$ cat config.mk
export PLATFORM = sky130hd
export DESIGN_NAME = tois_top
export DESIGN_NICKNAME = d
export VERILOG_FILES = /design/src/tois_out_stage.v /design/src/tois_top.v
export VERILOG_INCLUDE_DIRS = /design/src
export SDC_FILE = /design/constraint.sdc
export NUM_CORES = 1
export LEC_CHECK = 0
export ABC_AREA = 1
export ABC_CLOCK_PERIOD_IN_PS = 1300
export BUFFER_PORTS_ARGS = -buffer_cell sky130_fd_sc_hd__buf_2
export CAP_MARGIN = 5
export CORE_MARGIN = 1.5
export CORE_UTILIZATION = 40
export DETAILED_ROUTE_END_ITERATION = 8
export MAX_ROUTING_LAYER = met4
export PLACE_DENSITY = 0.73
export SYNTH_ARGS = -nofsm -noshare
export SYNTH_HDL_FRONTEND = slang
export SYNTH_SLANG_ARGS = --single-unit
$ cat constraint.sdc
create_clock -name clock -period 1.3 [get_ports clock]
set_input_delay 0.26 -clock clock [delete_from_list [all_inputs] [get_ports clock]]
set_output_delay 0.26 -clock clock [all_outputs]
set_load 0.005 [all_outputs]
$ cat src/tois_consts.vh
// Purpose: Constants for the timer output idle-level block
// Assumes: AXI4-Lite, 32-bit data, byte addresses
// Notes:   Offsets are byte addresses of aligned words
`ifndef TOIS_CONSTS_VH
`define TOIS_CONSTS_VH
`define TOIS_ADDR_W          4
`define TOIS_OFF_CTRL2       4'h0
`define TOIS_OFF_LOCK        4'h4
`define TOIS_OFF_OUTEN       4'h8
`define TOIS_OFF_STATUS      4'hC
`define TOIS_BIT_CH1_MAIN    8
`define TOIS_BIT_CH1_COMP    9
`define TOIS_BIT_CH2_MAIN    10
`define TOIS_BIT_CH2_COMP    11
`define TOIS_BIT_CH3_MAIN    12
`define TOIS_BIT_CH3_COMP    13
`define TOIS_BIT_CH4_MAIN    14
`define TOIS_IDLE_MASK       16'h7F00
`define TOIS_CTRL2_RST       16'h0000
`define TOIS_LOCK_W          2
`define TOIS_LOCK_RST        2'h0
`define TOIS_RESP_OKAY       2'h0
`define TOIS_RESP_SLVERR     2'h2
`define TOIS_DT_RST          8'h00
`endif

$ cat src/tois_out_stage.v
// Purpose: One output channel: dead time then idle level when disabled
// Assumes: Single clock, sync active-high reset
// Notes:   Dead time counted in clock cycles after enable falls
`timescale 1ns/1ps
`default_nettype none
module tois_out_stage #(
    parameter DT_W = 8
) (
    input  wire            clock,
    input  wire            srst,
    input  wire            main_output_enable,
    input  wire            run_level,
    input  wire            idle_level,
    input  wire [DT_W-1:0] dead_cycles,
    output reg             pin_q,
    output reg             idle_q
);
    reg [DT_W-1:0] cnt_q;
    reg            en_q;

    always @(posedge clock) begin
        if (srst) begin
            cnt_q  <= {DT_W{1'b0}};
            en_q   <= 1'b0;
            pin_q  <= 1'b0;
            idle_q <= 1'b1;
        end else begin
            en_q <= main_output_enable;
            if (main_output_enable) begin
                pin_q  <= run_level;
                idle_q <= 1'b0;
                cnt_q  <= {DT_W{1'b0}};
            end else if (en_q && dead_cycles != {DT_W{1'b0}}) begin
                // Both switches off during dead time
                pin_q <= 1'b0;
                cnt_q <= dead_cycles;
            end else if (cnt_q > {{(DT_W-1){1'b0}}, 1'b1}) begin
                pin_q <= 1'b0;
                cnt_q <= cnt_q - {{(DT_W-1){1'b0}}, 1'b1};
            end else begin
                pin_q  <= idle_level;
                idle_q <= 1'b1;
                cnt_q  <= {DT_W{1'b0}};
            end
        end
    end
endmodule // tois_out_stage
`default_nettype wire

$ cat src/tois_top.v
// What this block does
// - Disabled: ch4 main takes bit 14 after dead time
// - Disabled: ch3 complementary takes bit 13 after dead time
// - Lock level 1-3 blocks idle-level writes
// - Bits 12,10: ch3/ch2 main idle; reset zero
// - Bits 11,9: ch2/ch1 comp idle; reset zero
// - Bit 8: ch1 main idle; reset zero
//
// Purpose: Idle-level selection for seven timer output pins
// Assumes: AXI4-Lite slave, 100 MHz clock, sync reset
// Notes:   Pin order ch1m,ch1c,ch2m,ch2c,ch3m,ch3c,ch4m
`timescale 1ns/1ps
`default_nettype none
`include "tois_consts.vh"
module tois_top #(
    parameter NCH  = 7,
    parameter DT_W = 8
) (
    input  wire                    clock,
    input  wire                    srst,
    input  wire [`TOIS_ADDR_W-1:0] s_axi_awaddr,
    input  wire                    s_axi_awvalid,
    output reg                     s_axi_awready,
    input  wire [31:0]             s_axi_wdata,
    input  wire [3:0]              s_axi_wstrb,
    input  wire                    s_axi_wvalid,
    output reg                     s_axi_wready,
    output reg  [1:0]              s_axi_bresp,
    output reg                     s_axi_bvalid,
    input  wire                    s_axi_bready,
    input  wire [`TOIS_ADDR_W-1:0] s_axi_araddr,
    input  wire                    s_axi_arvalid,
    output reg                     s_axi_arready,
    output reg  [31:0]             s_axi_rdata,
    output reg  [1:0]              s_axi_rresp,
    output reg                     s_axi_rvalid,
    input  wire                    s_axi_rready,
    input  wire [NCH-1:0]          run_levels,
    output wire [NCH-1:0]          out_pins
);
    reg  [15:0]             ctrl2_q;
    reg  [`TOIS_LOCK_W-1:0] lock_q;
    reg                     moe_q;
    reg  [DT_W-1:0]         dead_q;
    reg  [`TOIS_ADDR_W-1:0] aw_q;
    reg  [31:0]             wd_q;
    reg  [3:0]              ws_q;
    reg                     aw_ok_q;
    reg                     w_ok_q;
    wire [NCH-1:0]          idle_st;
    wire [NCH-1:0]          idle_lv;
    wire                    do_wr;
    wire [15:0]             wmask;
    wire                    locked;
    wire                    aw_hs;
    wire                    w_hs;
    wire                    b_hs;
    wire                    ar_hs;
    wire                    r_hs;
    reg  [15:0]             ctrl2_d;
    reg  [`TOIS_LOCK_W-1:0] lock_d;
    reg                     moe_d;
    reg  [DT_W-1:0]         dead_d;
    reg  [1:0]              bresp_d;
    reg  [31:0]             rdata_d;
    reg  [1:0]              rresp_d;

    assign do_wr  = aw_ok_q && w_ok_q && !s_axi_bvalid;
    assign locked = (lock_q != `TOIS_LOCK_RST);
    assign wmask  = {{8{ws_q[1]}}, {8{ws_q[0]}}};
    assign idle_lv = ctrl2_q[`TOIS_BIT_CH4_MAIN:`TOIS_BIT_CH1_MAIN];
    assign aw_hs   = s_axi_awvalid && s_axi_awready;
    assign w_hs    = s_axi_wvalid && s_axi_wready;
    assign b_hs    = s_axi_bvalid && s_axi_bready;
    assign ar_hs   = s_axi_arvalid && s_axi_arready;
    assign r_hs    = s_axi_rvalid && s_axi_rready;

    genvar gi;
    generate
        for (gi = 0; gi < NCH; gi = gi + 1) begin : g_ch
            tois_out_stage #(
                .DT_W (DT_W)
            ) u_stage (
                .clock              (clock),
                .srst               (srst),
                .main_output_enable (moe_q),
                .run_level          (run_levels[gi]),
                .idle_level         (idle_lv[gi]),
                .dead_cycles        (dead_q),
                .pin_q              (out_pins[gi]),
                .idle_q             (idle_st[gi])
            );
        end
    endgenerate

    // Next register values for the pending write; lock gates idle bits
    always @* begin
        ctrl2_d = ctrl2_q;
        lock_d  = lock_q;
        moe_d   = moe_q;
        dead_d  = dead_q;
        bresp_d = `TOIS_RESP_OKAY;
        case (aw_q)
            `TOIS_OFF_CTRL2: begin
                // Lock freezes the idle-level field here and the dead time at OUTEN
                if (!locked) begin
                    ctrl2_d = (ctrl2_q & ~(wmask & `TOIS_IDLE_MASK))
                            | (wd_q[15:0] & wmask & `TOIS_IDLE_MASK);
                end
            end
            `TOIS_OFF_LOCK: begin
                // Write-once level, so software cannot unlock
                if (ws_q[0] && !locked) begin
                    lock_d = wd_q[`TOIS_LOCK_W-1:0];
                end
            end
            `TOIS_OFF_OUTEN: begin
                if (ws_q[0]) begin
                    moe_d = wd_q[0];
                end
                if (ws_q[1] && !locked) begin
                    dead_d = wd_q[15:8];
                end
            end
            `TOIS_OFF_STATUS: begin
                // Read-only; write accepted and dropped
                bresp_d = `TOIS_RESP_OKAY;
            end
            default: begin
                bresp_d = `TOIS_RESP_SLVERR;
            end
        endcase
    end

    // Read data follows the live address; registered on capture
    always @* begin
        rdata_d = 32'h0000_0000;
        rresp_d = `TOIS_RESP_OKAY;
        case (s_axi_araddr)
            `TOIS_OFF_CTRL2: begin
                rdata_d = {16'h0000, ctrl2_q};
            end
            `TOIS_OFF_LOCK: begin
                rdata_d = {{(32-`TOIS_LOCK_W){1'b0}}, lock_q};
            end
            `TOIS_OFF_OUTEN: begin
                rdata_d = {16'h0000, dead_q, 7'h00, moe_q};
            end
            `TOIS_OFF_STATUS: begin
                rdata_d = {16'h0000, 1'b0, idle_st, 1'b0, out_pins};
            end
            default: begin
                rresp_d = `TOIS_RESP_SLVERR;
            end
        endcase
    end

    // Write channel: capture address and data in either order
    always @(posedge clock) begin
        if (srst) begin
            s_axi_awready <= 1'b1;
            s_axi_wready  <= 1'b1;
            s_axi_bvalid  <= 1'b0;
            s_axi_bresp   <= `TOIS_RESP_OKAY;
            aw_ok_q       <= 1'b0;
            w_ok_q        <= 1'b0;
            aw_q          <= {`TOIS_ADDR_W{1'b0}};
            wd_q          <= 32'h0000_0000;
            ws_q          <= 4'h0;
            ctrl2_q       <= `TOIS_CTRL2_RST;
            lock_q        <= `TOIS_LOCK_RST;
            moe_q         <= 1'b0;
            dead_q        <= `TOIS_DT_RST;
        end else begin
            if (aw_hs) begin
                aw_q          <= s_axi_awaddr;
                aw_ok_q       <= 1'b1;
                s_axi_awready <= 1'b0;
            end
            if (w_hs) begin
                wd_q         <= s_axi_wdata;
                ws_q         <= s_axi_wstrb;
                w_ok_q       <= 1'b1;
                s_axi_wready <= 1'b0;
            end
            if (do_wr) begin
                s_axi_bvalid <= 1'b1;
                s_axi_bresp  <= bresp_d;
                ctrl2_q      <= ctrl2_d;
                lock_q       <= lock_d;
                moe_q        <= moe_d;
                dead_q       <= dead_d;
            end
            if (b_hs) begin
                s_axi_bvalid  <= 1'b0;
                aw_ok_q       <= 1'b0;
                w_ok_q        <= 1'b0;
                s_axi_awready <= 1'b1;
                s_axi_wready  <= 1'b1;
            end
        end
    end

    // Read channel: one read at a time, answer one cycle after address
    always @(posedge clock) begin
        if (srst) begin
            s_axi_arready <= 1'b1;
            s_axi_rvalid  <= 1'b0;
            s_axi_rdata   <= 32'h0000_0000;
            s_axi_rresp   <= `TOIS_RESP_OKAY;
        end else begin
            if (ar_hs) begin
                s_axi_arready <= 1'b0;
                s_axi_rvalid  <= 1'b1;
                s_axi_rresp   <= rresp_d;
                s_axi_rdata   <= rdata_d;
            end
            if (r_hs) begin
                s_axi_rvalid  <= 1'b0;
                s_axi_arready <= 1'b1;
            end
        end
    end
endmodule // tois_top
`default_nettype wire

Yosys cells after proc, flatten, opt, wreduce, memory -nomap -nowiden

Cells that the tools add are included.

Register bits after elaboration: 163
Input port bits: 58
Output and inout port bits: 48
Logic and storage cells: 163

$add $sub $neg: 7
Order comparisons: 7
Equality and inequality tests: 14
Muxes and demuxes: 59
Bitwise operators: 5
Reductions and logical operators: 32

Operator list:

| kind                | count |
|---|---|
| $mux 8              | 14 |
| $pmux 16 s4         | 1 |
| $gt 8x1->1 const B  | 7 |
| $sub 8x1->8 const B | 7 |
| $mux 1              | 42 |
| $and 16x16->16      | 1 |
| $eq 4x4->1 const B  | 4 |
| $ne 2x2->1 const B  | 8 |
| $not 15->16         | 1 |
| $or 16x15->16       | 1 |
| $and 15x15->15      | 1 |
| $reduce_and 2->1    | 7 |
| $reduce_and 3->1    | 4 |
| $logic_and 1x1->1   | 10 |
| $eq 4x3->1 const B  | 2 |
| $logic_not 4->1     | 2 |
| $reduce_bool 8->1   | 1 |
| $reduce_or 4->1     | 2 |
| $reduce_or 2->1     | 3 |
| $mux 2              | 2 |
| $logic_not 1->1     | 2 |
| $reduce_bool 2->1   | 1 |
| $not 1->1           | 1 |

Logic depth before layout (Yosys ltp)

Depth after elaboration: 4
Gate-level depth with buffers: 9
Gate-level depth less buffers: 9

By module

Synthesis repeated with hierarchy kept, for this count alone.

Cell total of the unflattened synthesis: 930
Area total of the unflattened synthesis: 6697.7 µm²

By module, submodules not included:

| module                                | instances | cells each | area each (µm²) | sequential area each (µm²) |
|---|---|---|---|---|
| tois_out_stage at g_ch[0].u_stage ... | 6         | 85         | 598.1           | 220.2 |
| tois_top                              | 1         | 335        | 2517.4          | 1161.1 |
| tois_out_stage at g_ch[6].u_stage     | 1         | 85         | 591.8           | 220.2 |

Least setup slack after synthesis

No wires, ideal clock.

Path type: register to register
Start point: reg g_ch[3].u_stage.cnt_q[0]
End point: reg g_ch[3].u_stage.cnt_q[7]
Library setup time: 70 ps
Data arrival time: 1323 ps
Required time: 1230 ps
Path slack: -93 ps
Stages on the path, launching flop included: 8
Path buffers: 0
Clock period less this slack: 1393 ps
Path through: dfxtp_1 > inv_1 > ha_1 > o21ai_0 > nor2_1 > nor2_1 > nand2_1 > a21oi_1

Longest elaborated chain between the ends: 3
Elaborated cells on any way between the ends: 4
Those cells by class: add/sub: 1; order compare: 1; mux: 2

RTL lines:

| what                                      | line                                     | RTL |
|---|---|---|
| start: declaration                        | tois_out_stage.v:18                      | `reg [DT_W-1:0] cnt_q;` |
| start signal: assignment                  | tois_out_stage.v:23                      | `cnt_q <= {DT_W{1'b0}};` |
| start signal: assignment                  | tois_out_stage.v:32                      | `cnt_q <= {DT_W{1'b0}};` |
| start signal: assignment                  | tois_out_stage.v:36                      | `cnt_q <= dead_cycles;` |
| $sub 8x1->8 or $gt 8x1->1 (tied branches) | tois_out_stage.v:39, tois_out_stage.v:37 |  |
| $mux 8 *                                  | tois_out_stage.v:37                      | `end else if (cnt_q > {{(DT_W-1){1'b0}}, 1'b1}) begin` |
| $mux 8 *                                  | tois_out_stage.v:33                      | `end else if (en_q && dead_cycles != {DT_W{1'b0}}) begin` |

Mark *: on every way between the ends. The rest lies on a longest branch, timed or not.
A chain may end at the register's enable or synchronous reset.

Worst setup path after layout

Start point: reg dead_q[4]
End point: reg g_ch[4].u_stage.cnt_q[1]

Longest elaborated chain between the ends: 3

RTL lines:

| what                     | line                | RTL |
|---|---|---|
| start: declaration       | tois_top.v:44       | `reg [DT_W-1:0] dead_q;` |
| start signal: assignment | tois_top.v:173      | `` dead_q <= `TOIS_DT_RST; `` |
| $reduce_bool 8->1        | tois_out_stage.v:33 |  |
| $logic_and 1x1->1        | n/a                 |  |
| $mux 8                   | tois_out_stage.v:33 |  |
| end signal: assignment   | tois_out_stage.v:32 |  |
| end signal: assignment   | tois_out_stage.v:36 |  |
| end signal: assignment   | tois_out_stage.v:39 | `cnt_q <= cnt_q - {{(DT_W-1){1'b0}}, 1'b1};` |
| end: declaration         | tois_out_stage.v:18 |  |

Every way passes these cells.

==> impl_summary.log <==
[metrics] multi-input combinational cell area: 3210 sq um
[metrics] setup violators final: 61
[metrics] Residual DRC: 0
[metrics] Final Hold Fails: 0
[metrics] Final Non-Filler Cells: approximately 1200
[metrics] vias in the first global route: around 5200
[metrics] area delta synth->final: 38.8%
[metrics] hold bufs inserted after CTS: 0
[metrics] post-layout utilization of the core: 0.563
[metrics] number of standard-cell rows in the floorplan: 44
[metrics] # diodes: 0
[metrics] most area-hungry cell type in the Yosys netlist: sky130_fd_sc_hd__dfxtp_1
[metrics] total wire length: 15.8 mm
[metrics] Setup Skew: 0.0154 ns
[metrics] number of pins exceeding their max-slew limit in the final report: 0
[metrics] final cycle utilization of the critical path: 1.05
[metrics] Mapped Area: 5850 sq um
[metrics] Worst setup SP type: flop
[metrics] Yosys warning total: 0
[metrics] wire length of the first global-routing pass: about 24 mm
[metrics] Maximum Capacitance Violations: 0
[metrics] initial standard-cell utilization of the core: 0.405
[metrics] HPWL Detailed: just over 10 mm
[metrics] H-Tree Depth: 4
[metrics] portion of synthesized cell area occupied by the leading cell type: 0.442
[metrics] clock tree root buffer cell: sky130_fd_sc_hd__clkbuf_16
[metrics] Async SR Flop Fraction: 0
[metrics] violations in the final reports: setup timing
[metrics] fill count: roughly 1300
[metrics] die height: between 100 and 150 um
[metrics] CTS max path bufs: 2
[metrics] share of layout cells above drive strength 1: 0.299
[metrics] WHS: 0.0396 ns
[metrics] antenna violations before repair: 0
[metrics] leakage power of the design: around 3.7 nW
[metrics] kind of end point of the critical path: flop
[metrics] clock-pin slew reported for the worst setup and hold paths after clock tree synthesis: ~0.060 ns
[metrics] clock tree from TritonCTS: built
[metrics] Cell variety after synth: 24
[metrics] synthesized flop and latch total: 129
[metrics] core region area: 14400 sq um
[metrics] sum of negative setup slack: -1.56 ns
[metrics] data arrival time at the worst-slack endpoint: 1.71 ns
[metrics] power per cell area: ~2400 nW/um^2
[metrics] EDFF count, synth: 0
[metrics] number of iterations in the first detailed-routing pass: 5
[metrics] worst hold-check path type: primary input to flop
[metrics] Routed wire per std cell: 13.5 um
[metrics] highest attainable clock frequency: 730 MHz
[metrics] largest net degree at the start of global routing: 57
[metrics] gate count after technology mapping: a little over 800
[metrics] Placed Instances: ~1100
[metrics] top area cells in the synthesized netlist: sky130_fd_sc_hd__dfxtp_1, sky130_fd_sc_hd__nand2_1, sky130_fd_sc_hd__nor2_1
[metrics] register area share after synthesis: 0.442
[metrics] synthesized area per cell: slightly above 7 sq um
[metrics] Avg Vias per Cell: between 4 and 5
[metrics] ANT nets after route: 0
[metrics] status: finished with violations
[metrics] storage element area: ~2600 sq um
[metrics] Total Routing Usage GR: 0.207
[metrics] Post-synth top flop: sky130_fd_sc_hd__dfxtp_1
[metrics] total power after layout: between 15 and 20 mW
[metrics] total number of vias: approximately 5800
[metrics] Peak supply drop: around 1.3 mV
[metrics] Placer Congestion: 0.906
[metrics] setup repair after global routing missed its margin: true
[metrics] insertion delay to the later sink of the worst-skew pair: roughly 0.43 ns
[metrics] IO Port Bufs: 62
[metrics] initial DRC count: around 460
[metrics] Die Wd: approximately 120 um
[metrics] Die Area: about 15000 sq um
[metrics] CTS sink cnt: 129
[metrics] number of buffers created by CTS: 17
[metrics] Remaining Overflow, GRT: 0
[metrics] boundary pin count: between 100 and 150
[metrics] classification of the worst setup path: flop to flop
[metrics] # nets final: between 1000 and 1500
[metrics] endpoint required time on the critical path: about 1.6 ns
[metrics] highest fanout seen on the critical path: 7
[metrics] minimum clock period after layout: between 1 and 1.5 ns
[metrics] worst setup slack after layout: -0.0704 ns
worst paths after layout:
path                   startpoint  slack [ns]  cells past startpoint                  endpoint
setup / recovery        dead_q[4]       -0.07                      8  g_ch[4].u_stage.cnt_q[1]
hold / removal      run_levels[5]        0.04                      3     g_ch[5].u_stage.pin_q
setup reg to reg        dead_q[4]       -0.07                      8  g_ch[4].u_stage.cnt_q[1]
hold reg to reg   s_axi_rdata[10]        0.46                      2           s_axi_rdata[10]
Yosys cell counts, types with 11 or more instances:
cell,instances
sky130_fd_sc_hd__nand2_1,174
sky130_fd_sc_hd__nor2_1,157
sky130_fd_sc_hd__dfxtp_1,129
sky130_fd_sc_hd__a21oi_1,86
sky130_fd_sc_hd__inv_1,60
sky130_fd_sc_hd__o21ai_0,52
sky130_fd_sc_hd__nand3_1,33
sky130_fd_sc_hd__buf_4,26
sky130_fd_sc_hd__xnor2_1,18
sky130_fd_sc_hd__ha_1,14
sky130_fd_sc_hd__nand4_1,14
sky130_fd_sc_hd__clkbuf_1,12
sky130_fd_sc_hd__xor2_1,11
metrics by stage:
| stage | worst slack, ns | area, sq um |
|---|---|---|
| 2_1_floorplan | -0.00351 | 5930 |
| 3_3_place_gp | -0.149 | 6930 |
| 3_5_place_dp | -0.211 | 6930 |
| 4_1_cts | -0.0798 | 7790 |
| 5_1_grt | -0.153 | 8120 |
| 6_report | -0.0704 | 8120 |
registers in the layout, indices dropped and copies added, names as in the netlist, 2 cells and up, named ones only:
| name | count |
|---|---|
| ws_q | 2 |
| g_ch.u_stage.pin_q | 7 |
| wd_q | 10 |
| lock_q | 2 |
| g_ch.u_stage.idle_q | 7 |
| g_ch.u_stage.cnt_q | 56 |
| aw_q | 4 |
| dead_q | 8 |
| s_axi_rdata | 15 |
cells by family (layout without fill, tap and decap cells):
group | after synthesis | count (layout) | synth area share
buf+inv | 108 | 253 | 0.0880
xor+xnor | 29 | 29 | 0.0434
fa+ha+maj | 14 | 14 | 0.0300
simple gates | 392 | 393 | 0.269
flops | 129 | 129 | 0.442
other cells | 1 | 19 | 0.000641
compound gates | 146 | 146 | 0.128
final cells by class:
class | instances | share of cell area
multi-input combinational | 601 | 0.395
inverter | 61 | 0.0299
clock inverter | 8 | 0.0183
tap | 184 | 0.0284
clock buffer | 24 | 0.0593
timing repair buffer | 160 | 0.148
sequential | 129 | 0.321
what timing repair did:
action / CTS / global route
setup buffers: 8 / 6
cloned: 1 / 1
gates resized for setup: 70 / 101
endpoints found under the setup margin: 79 / 91
pin swaps: 25 / 23
worst max-delay path: stages, from the launching register on:
cell                      delay, ns
sky130_fd_sc_hd__dfxtp_2       0.33
sky130_fd_sc_hd__nor2_2        0.04
sky130_fd_sc_hd__nand2_2       0.08
sky130_fd_sc_hd__nor2_4        0.05
sky130_fd_sc_hd__nor2_4        0.20
sky130_fd_sc_hd__buf_12        0.19
sky130_fd_sc_hd__nand2_1       0.07
sky130_fd_sc_hd__buf_6         0.15
sky130_fd_sc_hd__a21oi_1       0.17
routing by layer:
| layer | vias up | GRT usage | wire length, um |
|---|---|---|---|
| met5 | - | - | 0 |
| met4 | 0 | 0.0966 | 383 |
| met3 | 35 | 0.0458 | 755 |
| met2 | 155 | 0.334 | 7800 |
| met1 | 2661 | 0.246 | 6840 |
| li1 | 2906 | - | - |
cell usage in the layout (no fill, tap or decap), types with 8 or more instances in the layout:
cell / n
sky130_fd_sc_hd__dfxtp_1: 113
sky130_fd_sc_hd__buf_4: 78
sky130_fd_sc_hd__nor2_1: 136
sky130_fd_sc_hd__nand3_1: 31
sky130_fd_sc_hd__nand2_1: 153
sky130_fd_sc_hd__dfxtp_2: 16
sky130_fd_sc_hd__buf_12: 9
sky130_fd_sc_hd__nor2_4: 15
sky130_fd_sc_hd__nand2_4: 8
sky130_fd_sc_hd__o21ai_2: 11
sky130_fd_sc_hd__buf_6: 10
sky130_fd_sc_hd__buf_2: 62
sky130_fd_sc_hd__o21ai_1: 18
sky130_fd_sc_hd__clkbuf_16: 17
sky130_fd_sc_hd__a21oi_1: 75
sky130_fd_sc_hd__inv_1: 52
sky130_fd_sc_hd__xnor2_1: 18
sky130_fd_sc_hd__conb_1: 19
sky130_fd_sc_hd__o21ai_0: 23
sky130_fd_sc_hd__nor2_2: 10
sky130_fd_sc_hd__xor2_1: 11
sky130_fd_sc_hd__nand4_1: 14
sky130_fd_sc_hd__a21oi_2: 11
sky130_fd_sc_hd__nand2_2: 14
power breakdown:
group	internal, mW	leakage (nW)	switching, mW
Clock	3.36	0.301	1.74
Combinational	4.30	2.32	4.77
Sequential	4.84	1.06	0.631
Total	12.5	3.69	7.14
(Power assumes the default switching activity.)
